<file path="src/jtx_pkg.sv">
// Functional notes
// - Frame layout is fixed; F, S and HD have no programmable setting.
// - ADJCNT, ADJDIR, BID, CF, CS, DID, HD, PHADJ, reserved are zero.
// - F is two frames octets, sent as encoded one.
// - K comes from a register, held within 9..32, sent as 8..31.
// - One lane and one sample per frame, both sent encoded as zero.
// - N and N' are sixteen, both sent encoded as fifteen.
// - JESD204 version and subclass version are both sent as one.
// - Converters per device field is sent as one.
// - SCR follows the register; checksum is 34 plus K-1 plus SCR.
// - F, K, L, M, N, N', S are sent minus one.
// - Data scrambling only when enabled; off after reset.
// - ILA is never scrambled; early descrambler sync is harmless.
// - D21.5 test mode sends a continuous 1010 bit pattern.
// - Test modes for endless K28.5 and for endlessly repeated ILA.
// - Ramp mode sends a 16-bit ramp with programmable step after ILA.
// - PRBS7, PRBS15 and PRBS23 lane sequences are selectable.
// - Data follows frame alignment, code group sync and ILA only.
// - Every SYSREF rise aligns frame clock and LMFC with a fixed delay.
// - A phase change from realignment drops the link.
// - Frame clock and LMFC free-run from reset with arbitrary phase.
// - Sync request must be low four frames; K28.5 is sent meanwhile.
// - ILA starts at the next LMFC after release; four multiframes.
// - Two 8b/10b octets per sample on the single lane.
package jtx_pkg;

  // ****************************************************************
  // Register bus
  // ****************************************************************
  localparam int          ADDR_W           = 8;
  localparam int          DATA_W           = 32;
  localparam logic [7:0]  REG_CTRL         = 8'h00;
  localparam logic [7:0]  REG_KCFG         = 8'h04;
  localparam logic [7:0]  REG_RAMP         = 8'h08;
  localparam logic [7:0]  REG_STAT         = 8'h0c;
  localparam int          CTRL_SCR_BIT     = 0;
  localparam int          CTRL_MODE_LSB    = 4;
  localparam int          MODE_W           = 3;
  localparam int          K_W              = 6;
  localparam int          STEP_W           = 16;
  localparam int          STAT_STATE_LSB   = 0;
  localparam int          STAT_MF_LSB      = 2;
  localparam int          STAT_SYNC_BIT    = 4;
  localparam int          STAT_REALIGN_BIT = 5;
  localparam logic [5:0]  K_MIN            = 6'h09;
  localparam logic [5:0]  K_MAX            = 6'h20;
  localparam logic [5:0]  K_RST            = 6'h20;
  localparam logic [5:0]  K_ENC_OFS        = 6'h01;
  localparam logic [15:0] RAMP_RST         = 16'h0001;

  // ****************************************************************
  // Link timing
  // ****************************************************************
  localparam int          OCT_PER_FRAME    = 2;
  localparam int          SYNC_MIN_FRAMES  = 4;
  localparam logic [3:0]  SYNC_MIN_CYC     =
    4'(SYNC_MIN_FRAMES * OCT_PER_FRAME);
  localparam logic [5:0]  SYSREF_LMFC_DLY  = 6'h02;
  localparam logic [5:0]  SYSREF_LMFC_NEXT = 6'(SYSREF_LMFC_DLY + 6'h01);
  localparam logic [1:0]  ILA_LAST_MF      = 2'h3;
  localparam logic [1:0]  ILA_CFG_MF       = 2'h1;
  localparam logic [5:0]  ILA_R_POS        = 6'h00;
  localparam logic [5:0]  ILA_Q_POS        = 6'h01;
  localparam int          ILA_CFG_START    = 2;
  localparam int          ILA_CFG_OCTETS   = 14;
  localparam logic [5:0]  ILA_FCHK_POS     =
    6'(ILA_CFG_START + ILA_CFG_OCTETS - 1);
  localparam logic [14:0] SCR_SEED         = 15'h7fff;
  localparam logic [22:0] PRBS_SEED        = 23'h7fffff;

  // ****************************************************************
  // Characters and ILA fields
  // ****************************************************************
  localparam int          SYM_W            = 10;
  localparam logic [7:0]  K28_0            = 8'h1c;
  localparam logic [7:0]  K28_3            = 8'h7c;
  localparam logic [7:0]  K28_4            = 8'h9c;
  localparam logic [7:0]  K28_5            = 8'hbc;
  localparam logic [7:0]  D21_5            = 8'hb5;
  localparam logic [9:0]  SYM_D21_5        = 10'h2aa;
  localparam logic [9:0]  SYM_K28_5_N      = 10'h0fa;
  localparam logic [9:0]  SYM_K28_5_P      = 10'h305;
  localparam logic [5:0]  K28_6B           = 6'h0f;
  localparam logic [3:0]  ALT7_4B          = 4'h7;
  localparam logic [7:0]  ILA_ZERO         = 8'h00;
  localparam logic [4:0]  ILA_L_ENC        = 5'h00;
  localparam logic [7:0]  ILA_F_ENC        = 8'h01;
  localparam logic [7:0]  ILA_M_ENC        = 8'h01;
  localparam logic [4:0]  ILA_N_ENC        = 5'h0f;
  localparam logic [4:0]  ILA_NP_ENC       = 5'h0f;
  localparam logic [2:0]  ILA_SUBCV        = 3'h1;
  localparam logic [2:0]  ILA_JESDV        = 3'h1;
  localparam logic [4:0]  ILA_S_ENC        = 5'h00;
  localparam logic [7:0]  FCHK_BASE        = 8'h22;
  localparam logic [0:31][5:0] ENC6 = {
    6'h27, 6'h1d, 6'h2d, 6'h31, 6'h35, 6'h29, 6'h19, 6'h38,
    6'h39, 6'h25, 6'h15, 6'h34, 6'h0d, 6'h2c, 6'h1c, 6'h17,
    6'h1b, 6'h23, 6'h13, 6'h32, 6'h0b, 6'h2a, 6'h1a, 6'h3a,
    6'h33, 6'h26, 6'h16, 6'h36, 6'h0e, 6'h2e, 6'h1e, 6'h2b};
  localparam logic [0:7][3:0] ENC4 = {
    4'hb, 4'h9, 4'h5, 4'hc, 4'hd, 4'ha, 4'h6, 4'he};

  typedef enum logic [2:0] {
    MODE_NORMAL  = 3'b000,
    MODE_D215    = 3'b001,
    MODE_K285    = 3'b010,
    MODE_ILA_RPT = 3'b011,
    MODE_RAMP    = 3'b100,
    MODE_PRBS7   = 3'b101,
    MODE_PRBS15  = 3'b110,
    MODE_PRBS23  = 3'b111
  } jtx_mode_t;

  typedef enum logic [1:0] {
    ST_CGS  = 2'b00,
    ST_ILA  = 2'b01,
    ST_DATA = 2'b10
  } jtx_state_t;

  typedef struct packed {
    logic                  scr_en;
    jtx_mode_t             mode;
    logic [K_W-1:0]        k_frames;
    logic [STEP_W-1:0]     ramp_step;
  } jtx_cfg_t;

  typedef struct packed {
    logic       is_k;
    logic [7:0] val;
  } jtx_oct_t;

endpackage

</file>
<file path="src/jtx_link.sv">
`timescale 1ns/1ps
module jtx_link
  import jtx_pkg::*;
(
  input  wire logic              sys_clk_in,             // Device clock
  input  wire logic              rst_b_in,               // Async reset
  input  wire logic              sysref_in,              // SYSREF pin
  input  wire logic              link_sync_request_n_in, // Sync request
  input  wire logic [15:0]       sample_data_in,         // Converter word
  output logic                   sample_take_out,        // Word taken
  input  wire logic [ADDR_W-1:0] reg_addr_in,            // Reg address
  input  wire logic [DATA_W-1:0] reg_wdata_in,           // Write data
  input  wire logic              reg_wr_in,              // Write strobe
  input  wire logic              reg_rd_in,              // Read strobe
  output logic [DATA_W-1:0]      reg_rdata_out,          // Read data
  output logic [SYM_W-1:0]       lane_symbol_out,        // 10b symbol
  output logic                   link_up_out             // Data phase
);

  // ****************************************************************
  // Functions
  // ****************************************************************
  function automatic logic [10:0] enc_8b10b(input jtx_oct_t o,
                                            input logic     rd);
    logic [5:0] c6;
    logic [3:0] c4;
    logic [4:0] x;
    logic [2:0] y;
    logic       rd6;
    logic       alt;
    logic       unb4;
    x    = o.val[4:0];
    y    = o.val[7:5];
    c6   = o.is_k ? K28_6B : ENC6[x];
    rd6  = rd ^ ($countones(c6) != 3);
    if (rd && (($countones(c6) != 3) || (!o.is_k && x == 5'h07))) begin
      c6 = ~c6;
    end
    alt  = (y == 3'h7) && (o.is_k ||
           (!rd6 && (x == 5'h11 || x == 5'h12 || x == 5'h14)) ||
           (rd6 && (x == 5'h0b || x == 5'h0d || x == 5'h0e)));
    c4   = alt ? ALT7_4B : ENC4[y];
    unb4 = ($countones(c4) != 2);
    if (unb4 || y == 3'h3) begin
      if (rd6) begin
        c4 = ~c4;
      end
    end else if (o.is_k && !rd6) begin
      c4 = ~c4;
    end
    return {rd6 ^ unb4, c6, c4};
  endfunction

  function automatic logic [22:0] scr_octet(input logic [7:0]  d,
                                            input logic [14:0] st);
    logic [14:0] s;
    logic [7:0]  q;
    s = st;
    q = '0;
    for (int i = 7; i >= 0; i--) begin
      q[i] = d[i] ^ s[14] ^ s[13];
      s    = {s[13:0], q[i]};
    end
    return {s, q};
  endfunction

  function automatic logic [32:0] prbs_word(input logic [22:0] st,
                                            input jtx_mode_t   m);
    logic [22:0] s;
    logic [9:0]  b;
    logic        fb;
    s = st;
    b = '0;
    for (int i = SYM_W - 1; i >= 0; i--) begin
      unique case (m)
        MODE_PRBS7:  fb = s[6] ^ s[5];
        MODE_PRBS15: fb = s[14] ^ s[13];
        default:     fb = s[22] ^ s[17];
      endcase
      s    = {s[21:0], fb};
      b[i] = fb;
    end
    // Longer sequences are sent inverted
    if (m != MODE_PRBS7) begin
      b = ~b;
    end
    return {s, b};
  endfunction

  function automatic logic is_prbs(input jtx_mode_t m);
    return m == MODE_PRBS7 || m == MODE_PRBS15 || m == MODE_PRBS23;
  endfunction

  function automatic logic [0:ILA_CFG_OCTETS-1][7:0] ila_cfg(
    input logic [4:0] k_m1,
    input logic       scr);
    return {ILA_ZERO, ILA_ZERO, ILA_ZERO, {scr, 2'h0, ILA_L_ENC},
            ILA_F_ENC, {3'h0, k_m1}, ILA_M_ENC, {3'h0, ILA_N_ENC},
            {ILA_SUBCV, ILA_NP_ENC}, {ILA_JESDV, ILA_S_ENC},
            ILA_ZERO, ILA_ZERO, ILA_ZERO,
            8'(FCHK_BASE + {3'h0, k_m1} + {7'h0, scr})};
  endfunction

  function automatic logic [5:0] clamp_k(input logic [5:0] v);
    return (v < K_MIN) ? K_MIN : ((v > K_MAX) ? K_MAX : v);
  endfunction

  // ****************************************************************
  // Signals
  // ****************************************************************
  jtx_cfg_t            cfg;
  jtx_state_t          state;
  jtx_state_t          next_state;
  jtx_oct_t            cur;
  logic [1:0]          mf_cnt;
  logic [1:0]          next_mf_cnt;
  logic [5:0]          oct_cnt;
  logic [4:0]          k_m1;
  logic [5:0]          lmfc_end;
  logic                lmfc_last;
  logic                sync_meta;
  logic                sync_s;
  logic                sysref_meta;
  logic                sysref_s;
  logic                sysref_d;
  logic                sysref_rise;
  logic                realign;
  logic                realign_seen;
  logic [3:0]          sync_lo_cnt;
  logic                sync_req;
  logic [15:0]         data_word;
  logic [14:0]         scr_st;
  logic [14:0]         next_scr_st;
  logic                scr_used;
  logic [22:0]         prbs_st;
  logic [32:0]         prbs_nx;
  logic                rd;
  logic [10:0]         enc;
  logic [0:ILA_CFG_OCTETS-1][7:0] cfg_oct;
  logic [5:0]          cfg_idx;
  logic [22:0]         scr_res;

  // ****************************************************************
  // Register file
  // ****************************************************************
  always_ff @(posedge sys_clk_in or negedge rst_b_in) begin
    if (!rst_b_in) begin
      cfg <= '{scr_en: 1'b0, mode: MODE_NORMAL, k_frames: K_RST,
               ramp_step: RAMP_RST};
    end else if (reg_wr_in) begin
      unique case (reg_addr_in)
        REG_CTRL: begin
          cfg.scr_en <= reg_wdata_in[CTRL_SCR_BIT];
          cfg.mode   <= jtx_mode_t'(reg_wdata_in[CTRL_MODE_LSB +: MODE_W]);
        end
        // K held within its legal range
        REG_KCFG: cfg.k_frames  <= clamp_k(reg_wdata_in[K_W-1:0]);
        REG_RAMP: cfg.ramp_step <= reg_wdata_in[STEP_W-1:0];
        default: ;
      endcase
    end
  end

  always_ff @(posedge sys_clk_in or negedge rst_b_in) begin
    if (!rst_b_in) begin
      realign_seen <= 1'b0;
    end else if (realign) begin
      realign_seen <= 1'b1;
    end else if (reg_wr_in && reg_addr_in == REG_STAT &&
                 reg_wdata_in[STAT_REALIGN_BIT]) begin
      realign_seen <= 1'b0;
    end
  end

  always_ff @(posedge sys_clk_in or negedge rst_b_in) begin
    if (!rst_b_in) begin
      reg_rdata_out <= '0;
    end else begin
      reg_rdata_out <= '0;
      if (reg_rd_in) begin
        unique case (reg_addr_in)
          REG_CTRL: begin
            reg_rdata_out[CTRL_SCR_BIT]               <= cfg.scr_en;
            reg_rdata_out[CTRL_MODE_LSB +: MODE_W]    <= cfg.mode;
          end
          REG_KCFG: reg_rdata_out[K_W-1:0]    <= cfg.k_frames;
          REG_RAMP: reg_rdata_out[STEP_W-1:0] <= cfg.ramp_step;
          REG_STAT: begin
            reg_rdata_out[STAT_STATE_LSB +: 2] <= state;
            reg_rdata_out[STAT_MF_LSB +: 2]    <= mf_cnt;
            reg_rdata_out[STAT_SYNC_BIT]       <= sync_s;
            reg_rdata_out[STAT_REALIGN_BIT]    <= realign_seen;
          end
          default: ;
        endcase
      end
    end
  end

  // ****************************************************************
  // Pin synchronisers
  // ****************************************************************
  // SYSREF and sync request each pass two flops on the device clock
  always_ff @(posedge sys_clk_in or negedge rst_b_in) begin
    if (!rst_b_in) begin
      sync_meta   <= 1'b1;
      sync_s      <= 1'b1;
      sysref_meta <= 1'b0;
      sysref_s    <= 1'b0;
      sysref_d    <= 1'b0;
    end else begin
      sync_meta   <= link_sync_request_n_in;
      sync_s      <= sync_meta;
      sysref_meta <= sysref_in;
      sysref_s    <= sysref_meta;
      sysref_d    <= sysref_s;
    end
  end

  assign sysref_rise = sysref_s && !sysref_d;
  assign realign     = sysref_rise && (oct_cnt != SYSREF_LMFC_DLY);

  // Low time counted in octet cycles, short pulses ignored
  always_ff @(posedge sys_clk_in or negedge rst_b_in) begin
    if (!rst_b_in) begin
      sync_lo_cnt <= '0;
    end else if (sync_s) begin
      sync_lo_cnt <= '0;
    end else if (sync_lo_cnt != SYNC_MIN_CYC) begin
      sync_lo_cnt <= sync_lo_cnt + 4'h1;
    end
  end

  assign sync_req = (sync_lo_cnt == SYNC_MIN_CYC) && !sync_s;

  // ****************************************************************
  // Frame and multiframe counters
  // ****************************************************************
  assign k_m1      = 5'(cfg.k_frames - K_ENC_OFS);
  assign lmfc_end  = {k_m1, 1'b1};
  assign lmfc_last = (oct_cnt >= lmfc_end);

  // Free-running from reset with an arbitrary phase
  always_ff @(posedge sys_clk_in or negedge rst_b_in) begin
    if (!rst_b_in) begin
      oct_cnt <= '0;
    end else if (realign) begin
      oct_cnt <= SYSREF_LMFC_NEXT;
    end else if (lmfc_last) begin
      oct_cnt <= '0;
    end else begin
      oct_cnt <= oct_cnt + 6'h01;
    end
  end

  // ****************************************************************
  // Link state machine
  // ****************************************************************
  always_comb begin
    next_state  = state;
    next_mf_cnt = mf_cnt;
    unique case (state)
      // ILA begins on the LMFC boundary after release
      ST_CGS: begin
        if (sync_s && lmfc_last) begin
          next_state  = ST_ILA;
          next_mf_cnt = '0;
        end
      end
      // Four multiframes, then data or repeat
      ST_ILA: begin
        if (lmfc_last) begin
          next_mf_cnt = mf_cnt + 2'h1;
          if (mf_cnt == ILA_LAST_MF && cfg.mode != MODE_ILA_RPT) begin
            next_state = ST_DATA;
          end
        end
      end
      ST_DATA: ;
      default: next_state = ST_CGS;
    endcase
    // Realignment or held request drops the link
    if (sync_req || realign) begin
      next_state = ST_CGS;
    end
  end

  // Link always comes up through CGS and ILA
  always_ff @(posedge sys_clk_in or negedge rst_b_in) begin
    if (!rst_b_in) begin
      state  <= ST_CGS;
      mf_cnt <= '0;
    end else begin
      state  <= next_state;
      mf_cnt <= next_mf_cnt;
    end
  end

  assign link_up_out = (state == ST_DATA);

  // ****************************************************************
  // Sample and ramp source
  // ****************************************************************
  assign sample_take_out = oct_cnt[0] && (cfg.mode != MODE_RAMP);

  // One 16-bit word per two-octet frame
  always_ff @(posedge sys_clk_in or negedge rst_b_in) begin
    if (!rst_b_in) begin
      data_word <= '0;
    end else if (oct_cnt[0]) begin
      if (cfg.mode != MODE_RAMP) begin
        data_word <= sample_data_in;
      end else if (state == ST_DATA) begin
        data_word <= data_word + cfg.ramp_step;
      end else begin
        data_word <= '0;
      end
    end
  end

  // ****************************************************************
  // Octet selection and scrambling
  // ****************************************************************
  assign cfg_oct = ila_cfg(k_m1, cfg.scr_en);
  assign cfg_idx = 6'(oct_cnt - 6'(ILA_CFG_START));
  assign scr_res = scr_octet(oct_cnt[0] ? data_word[7:0]
                                        : data_word[15:8], scr_st);

  always_comb begin
    cur         = '{is_k: 1'b1, val: K28_5};
    scr_used    = 1'b0;
    next_scr_st = scr_st;
    unique case (state)
      ST_CGS: ;
      ST_ILA: begin
        if (oct_cnt == ILA_R_POS) begin
          cur.val = K28_0;
        end else if (lmfc_last) begin
          cur.val = K28_3;
        end else if (mf_cnt == ILA_CFG_MF && oct_cnt == ILA_Q_POS) begin
          cur.val = K28_4;
        end else if (mf_cnt == ILA_CFG_MF &&
                     cfg_idx < 6'(ILA_CFG_OCTETS)) begin
          cur = '{is_k: 1'b0, val: cfg_oct[cfg_idx[3:0]]};
        end else begin
          cur = '{is_k: 1'b0, val: {2'h0, oct_cnt}};
        end
      end
      ST_DATA: begin
        cur.is_k = 1'b0;
        cur.val  = oct_cnt[0] ? data_word[7:0] : data_word[15:8];
        // Only data octets pass the scrambler
        if (cfg.scr_en) begin
          cur.val     = scr_res[7:0];
          scr_used    = 1'b1;
          next_scr_st = scr_res[22:8];
        end
      end
      default: ;
    endcase
    if (cfg.mode == MODE_K285) begin
      cur         = '{is_k: 1'b1, val: K28_5};
      scr_used    = 1'b0;
      next_scr_st = scr_st;
    end else if (cfg.mode == MODE_D215) begin
      cur         = '{is_k: 1'b0, val: D21_5};
      scr_used    = 1'b0;
      next_scr_st = scr_st;
    end
  end

  always_ff @(posedge sys_clk_in or negedge rst_b_in) begin
    if (!rst_b_in) begin
      scr_st <= SCR_SEED;
    end else begin
      scr_st <= next_scr_st;
    end
  end

  // ****************************************************************
  // Line coding and lane output
  // ****************************************************************
  // Encode after scrambling
  assign enc     = enc_8b10b(cur, rd);
  assign prbs_nx = prbs_word(prbs_st, cfg.mode);

  always_ff @(posedge sys_clk_in or negedge rst_b_in) begin
    if (!rst_b_in) begin
      rd              <= 1'b0;
      prbs_st         <= PRBS_SEED;
      lane_symbol_out <= SYM_K28_5_N;
    // Raw PRBS bits bypass the encoder
    end else if (is_prbs(cfg.mode)) begin
      prbs_st         <= prbs_nx[32:10];
      lane_symbol_out <= prbs_nx[9:0];
    end else begin
      rd              <= enc[10];
      lane_symbol_out <= enc[9:0];
    end
  end
endmodule

</file>
<file path="config.mk">
export PLATFORM = sky130hd
export DESIGN_NAME = jtx_link
export DESIGN_NICKNAME = d
export VERILOG_FILES = /design/src/jtx_pkg.sv /design/src/jtx_link.sv
export SDC_FILE = /design/constraint.sdc
export NUM_CORES = 1
export LEC_CHECK = 0
export BUFFER_PORTS_ARGS = -buffer_cell sky130_fd_sc_hd__buf_2
export CORE_MARGIN = 5
export CORE_UTILIZATION = 60
export DETAILED_ROUTE_END_ITERATION = 16
export GPL_TIMING_DRIVEN = 1
export PLACE_DENSITY = 0.82
export SYNTH_ARGS = -nofsm -noshare
export SYNTH_HDL_FRONTEND = slang
export SYNTH_SLANG_ARGS = --single-unit
</file>
<file path="constraint.sdc">
create_clock -name sys_clk_in -period 22.4 [get_ports sys_clk_in]
set_input_delay 1.12 -clock sys_clk_in [delete_from_list [all_inputs] [get_ports sys_clk_in]]
set_output_delay 1.12 -clock sys_clk_in [all_outputs]
set_load 0.02 [all_outputs]
</file>
==> results of run 1 <==
==> flip-flops by register name, indices dropped and copies added, names as in the netlist, 4 cells and up <==
register / cells
oct_cnt: 6
reg_rdata_out: 16
lane_symbol_out: 10
sync_lo_cnt: 4
scr_st: 15
prbs_st: 23
cfg: 26
data_word: 16
==> cell type report <==
cell class | instances | area share, %
multi-input combinational | 698 | 52.2
clock inverter | 7 | 0.561
timing repair buffer | 79 | 4.30
clock buffer | 25 | 5.16
inverter | 43 | 1.68
tap | 180 | 2.35
sequential | 127 | 33.7
==> per-stage QoR <==
stage | power (mW) | area, um2 | std cells | util (%)
after floorplan | 0.856 | 8660 | 920 | -
after global placement | 0.981 | 9050 | 1127 | 64.7
after detailed placement | 1.00 | 9050 | 1127 | 64.7
after CTS | 1.27 | 9600 | 1159 | 68.6
after global routing | 1.37 | 9600 | 1159 | 68.6
final | 1.27 | 9600 | 1159 | 68.6
==> synth_stat cells (6+ instances only) <==
cell type / n
a211oi_1: 7
a21o_1: 7
a21oi_1: 58
a221o_1: 16
a221oi_1: 6
a22oi_1: 7
a31oi_1: 9
and2_1: 23
and3_1: 6
buf_4: 16
clkbuf_1: 30
dfrtp_1: 79
dfstp_2: 48
ha_1: 51
inv_1: 40
mux2_2: 47
mux2i_1: 6
nand2_1: 69
nand2b_1: 8
nand3_1: 27
nor2_1: 58
nor2b_1: 12
nor3_1: 19
o21ai_0: 56
o31ai_1: 6
xnor2_1: 40
xor2_1: 49
==> metal layers <==
metal,share of wire (%),track usage (%),vias up
met5,0,0,-
met4,2.7,7.58,0
met3,6.2,4.99,51
met2,48,40.8,278
met1,43,34.0,3434
li1,-,-,3340
==> logic make-up (layout without fill, tap and decap cells) <==
group / Yosys count / in the layout / synth area share (%)
mux: 53 / 53 / 6.85
flops: 127 / 127 / 37.6
buf+inv: 95 / 154 / 5.00
fa+ha+maj: 56 / 56 / 8.58
simple gates: 246 / 246 / 13.9
compound gates: 238 / 238 / 18.9
other cells: 1 / 16 / 0.0436
xor+xnor: 89 / 89 / 9.06
==> power by group <==
group,internal (mW),switching [mW],total (mW)
combinational,0.287,0.417,0.704
sequential,0.277,0.0336,0.310
clock,0.154,0.102,0.255
==> worst max path at each step <==
stage                     to  slack, ns  cells past startpoint
after global routing      rd      12.27                     37
after global placement    rd      13.29                     37
final                     rd      13.03                     37
after floorplan           rd      14.34                     35
after CTS                 rd      13.16                     37
after detailed placement  rd      13.27                     37
==> worst reg2reg max path, delay by kind of cell, from the launching register on <==
| family | cells | cell delay [ns] |
|---|---|---|
| compound gates | 10 | 2.25 |
| buf+inv | 6 | 0.87 |
| flops | 1 | 0.46 |
| simple gates | 7 | 1.39 |
| xor+xnor | 4 | 0.97 |
| fa+ha+maj | 10 | 3.30 |
==> reports/metrics.csv, run 1 <==
stage,metric,value,unit
logic_synthesis,synth_top_cell_area_share,23.0,%
clock_network,cts_buffers,17,
floorplan,die_w,130,um
finish,nNetsFinal,1084,
flow_run,max_cap_viol_count,0,
critical_path,cp_top_family,adder cells,
critical_path,path_buf_inv,6,
clock_network,h-tree-depth,4,
sta,worstMarginPinSlew,0.993,ns
logic_synthesis,yosysTopAreaCell,dfrtp_1,
global_routing,grt-ovfl-total,0,
routing,vias_per_cell,6.13,
global_routing,grtUsageTotal,25.0,%
routing,via_count,7103,
critical_path,critical_path_class,reg -> reg,
finish,mostFrequentLayoutCells,"79 x dfrtp_1, 72 x buf_2, 69 x nand2_1, 58 x nor2_1, 58 x a21oi_1",
clock_network,cts_tree,yes,
sta,maxSlewViolCount,0,
sta,tns,0,ns
critical_path,arrival,9.68,ns
logic_synthesis,synth_seq_cells,127,
sta,fmax,107,MHz
critical_path,r2r_cells,37,
logic_synthesis,synth_flop_cell,dfrtp_1,
logic_synthesis,synth_cell_types,77,
min_path,min_from,sync_meta,
clock_network,clk_pin_slew,0.06,ns
logic_synthesis,ys_seq_area_share,37.6,%
finish,drive_gt1_share,22.1,%
routing,drt_iter0_drc,743,
min_path,holdPathStages,0,
critical_path,cp-start-kind,flip-flop,
logic_synthesis,synth_area,8600,um2
sta,max_slew_margin,33.7,%
critical_path,reg2reg_from,cfg[16],
sta,fin_skew,0.00608,ns
sta,holdWs,0.355,ns
critical_path,path_common_cell,ha_1,
min_path,min_to,sync_s,
clock_network,cts_buffer_depth,2,
finish,multi_input_area,5010,um2
critical_path,startpoint,cfg[16],
logic_synthesis,synth_edf_count,0,
placement,dpl.hpwl,14600,um
finish,area_delta_synth_final,11.5,%
floorplan,rows,43,
sta,finalSetupViolCount,0,
sta,hold_viol,0,
pwr,p_leak,4.48,nW
floorplan,start_util,61.5,%
finish,n_antenna_cell,0,
global_routing,grt_max_degree,78,
global_routing,grt_pass1_wl,33900,um
placement,place_ws,13.27,ns
global_routing,grt_pass1_vias,7002,
clock_network,numClockSinks,127,
clock_network,cts-root-buf,clkbuf_16,
floorplan,dieArea,16800,um2
clock_network,clock_latency,0.42,ns
logic_synthesis,synthTopCellsByArea,"dfrtp_1 23%, dfstp_2 15%, ha_1 7.4%",
logic_synthesis,synthCells,905,
routing,drc,0,
clock_network,post_cts_resized,0,
sta,fin_crit_sh,41.8,%
floorplan,core,14000,um2
routing,routedWlPerCell,17.6,um
routing,postRouteWirelength,20400,um
finish,fill_cells,1059,
critical_path,max_stage_delay,0.47,ns
pwr,peakVddDrop,0.113,mV
status,status,"finished, final reports clean",
critical_path,endpoint_kind,flip-flop,
critical_path,path_max_fanout,10,
logic_synthesis,yosysWarnings,0,
logic_synthesis,synth-async-reset-ratio,100,%
global_routing,antenna_found_initial,0,
min_path,hp-class,reg -> reg,
routing,first_pass_iters,6,
sta,fin_ws,13.03,ns
finish,seqCellArea,3240,um2
finish,final_common_cell,dfrtp_1,
routing,postRouteAntennaNets,0,
placement,io_buffers,73,
pwr,powerDensity,132,nW/um2
clock_network,ctsHoldBuffers,0,
placement,gp_congestion,0.871,
floorplan,io_pins,106,
critical_path,r2r-end,rd,
critical_path,crit_slowest_cell,fa_1,
logic_synthesis,post_synth.cell_area_avg,9.51,um2
sta,rsz0062_at_grt,false,
floorplan,die_y,130,um
critical_path,cp_data_required_time,22.71,ns
critical_path,reg2reg_slack,13.03,ns
clock_network,post_cts_buffers,0,
sta,fin_crit,9.37,ns
Power figures use the tool's default switching activity.
==> run 2, diff against run 1 <==
CORE_UTILIZATION = 54   (was 60)
PLACE_DENSITY = 0.78   (was 0.82)
clock period = 7.6 ns   (was 22.4 ns; I/O delays follow)
==> reports/metrics.csv, run 2 (synthesized netlist as in run 1, its figures left out) <==
stage,metric,value,unit
status,status,"complete, but fails checks",
status,violations,negative setup slack,
clock_network,h-tree-depth,4,
finish,fill_cells,1220,
pwr,powerDensity,419,nW/um2
critical_path,critical_path_class,reg -> reg,
global_routing,use_met1,31.3,%
global_routing,grt_max_degree,69,
clock_network,cts_buffers,17,
routing,postRouteWirelength,21600,um
min_path,hp-class,in -> async,
finish,mostFrequentLayoutCells,"79 x dfrtp_1, 77 x buf_4, 72 x buf_2, 69 x nand2_1, 57 x nor2_1",
finish,final_common_cell,dfrtp_1,
finish,nNetsFinal,1157,
placement,gp_congestion,0.893,
critical_path,max_stage_delay,0.54,ns
clock_network,ctsHoldBuffers,0,
sta,maxSlewViolCount,0,
floorplan,io_pins,106,
pwr,pwr-share-comb,59.6,%
sta,fin_crit,7.85,ns
sta,tns,-0.249,ns
clock_network,cts_tree,yes,
pwr,clock_power_share,20.0,%
critical_path,path_common_cell,inv_2,
finish,area_delta_synth_final,21.9,%
placement,io_buffers,73,
global_routing,use_met3,5.33,%
placement,dpl.hpwl,15300,um
routing,postRouteAntennaNets,0,
pwr,p_leak,4.91,nW
floorplan,start_util,54.6,%
clock_network,cts_buffer_depth,2,
global_routing,gr-usage-met2,39.2,%
routing,first_pass_iters,6,
global_routing,busiest_layer,met2,
sta,finalSetupViolCount,1,
sta,fin_skew,0.0107,ns
critical_path,reg2reg_slack,-0.25,ns
routing,drc,0,
flow_run,max_cap_viol_count,0,
finish,regMostFlops,cfg,
critical_path,cp_data_required_time,7.91,ns
critical_path,cp-start-kind,flip-flop,
floorplan,rows,46,
sta,fmax,127,MHz
sta,holdWs,0.0500,ns
clock_network,clock_latency,0.43,ns
critical_path,path_max_fanout,4,
critical_path,endpoint_kind,flip-flop,
floorplan,dieArea,18600,um2
floorplan,core,15800,um2
sta,max_slew_margin,19.3,%
critical_path,arrival,8.16,ns
pwr,p_int,2.58,mW
global_routing,grt_pass1_vias,7402,
global_routing,antenna_found_initial,0,
sta,worstMarginPinSlew,1.21,ns
pwr,p_seq_share,20.4,%
global_routing,grt-ovfl-total,0,
finish,drive_gt1_share,31.1,%
routing,via_count,7351,
global_routing,grtUsageTotal,23.8,%
finish,n_antenna_cell,0,
sta,fin_ws,-0.249,ns
clock_network,cts-root-buf,clkbuf_16,
pwr,p_sw_share,41.3,%
global_routing,grt_pass1_wl,35600,um
critical_path,crit_slowest_cell,fa_1,
finish,fin_cells,1268,
routing,routedWlPerCell,17.0,um
clock_network,clk_pin_slew,0.07,ns
placement,placed_cells,1227,
sta,fin_crit_sh,103,%
floorplan,die_y,136,um
clock_network,numClockSinks,127,
floorplan,die_w,136,um
finish,reg_top3,"cfg: 26 flops, prbs_st: 23 flops",
routing,vias_per_cell,5.80,
sta,rsz0062_at_grt,true,
sta,hold_viol,0,
routing,drt_iter0_drc,768,
pwr,p_sw,1.82,mW
finish,largest_register_ffs,26,
pwr,peakVddDrop,0.249,mV
==> run 2: changes by cell type in the layout (fill, tap and decap cells not counted), moves of 4 or more <==
cell	change
ha_1	-8
ha_4	+5
inv_1	-6
inv_2	+6
buf_4	+70
inv_6	+4
bufinv_16	+4
clkbuf_8	-4
==> run 2: power by group through the flow <==
stage	sequential [mW]	combinational, mW	clock, mW
after floorplan	0.918	1.67	0
after global placement	0.901	2.35	0
after detailed placement	0.905	2.39	0
after CTS	0.897	2.45	0.890
after global routing	0.910	2.92	0.917
final	0.898	2.62	0.881
==> run 2: layer usage <==
| layer | vias to the layer above | wire length, um |
|---|---|---|
| li1 | 3485 | - |
| met1 | 3561 | 9360 |
| met2 | 268 | 10700 |
| met3 | 37 | 1220 |
| met4 | 0 | 321 |
| met5 | - | 0 |
==> run 2: cell type report <==
class | count | area [um2] | area share [%]
inverter | 43 | 164 | 1.56
clock inverter | 14 | 203 | 1.93
sequential | 127 | 3240 | 30.9
multi-input combinational | 698 | 5210 | 49.7
timing repair buffer | 152 | 972 | 9.27
tap | 216 | 270 | 2.58
clock buffer | 18 | 429 | 4.09
==> run 2: path summary, 6_finish.rpt <==
path                                      end  cells past startpoint                    from
max                                        rd                     38                 cfg[16]
min                         reg_rdata_out[13]                      1                rst_b_in
max reg2reg                                rd                     38                 cfg[16]
min reg2reg                            sync_s                      0               sync_meta
max in group asynchronous  lane_symbol_out[2]                      2                rst_b_in
min in group sys_clk_in             sync_meta                      1  link_sync_request_n_in
==> run 2: worst max-delay path: cells and delay by family, from the launching register on <==
| kind | cells | cell delay, ns |
|---|---|---|
| flip-flops | 1 | 0.39 |
| AO/OA/AOI/OAI | 7 | 1.47 |
| XOR/XNOR | 4 | 0.71 |
| AND/OR/NAND/NOR | 10 | 1.60 |
| buffers and inverters | 7 | 0.46 |
| adder cells (fa/ha/maj) | 10 | 3.12 |
==> run 2: what timing repair did <==
action	4_1_cts	5_1_grt
pin swaps	6	18
resized for setup	5	21
setup buffers	2	7
endpoints found under the setup margin	1	1
==> run 2: stage by stage <==
| stage | area, um2 | setup slack (ns) | util [%] | total power [mW] |
|---|---|---|---|---|
| after floorplan | 8770 | -0.101 | - | 2.59 |
| after global placement | 9680 | -0.0921 | 61.4 | 3.25 |
| after detailed placement | 9680 | -0.300 | 61.4 | 3.29 |
| after CTS | 10300 | -0.187 | 65.6 | 4.23 |
| after global routing | 10500 | -0.724 | 66.5 | 4.75 |
| final | 10500 | -0.249 | 66.5 | 4.40 |
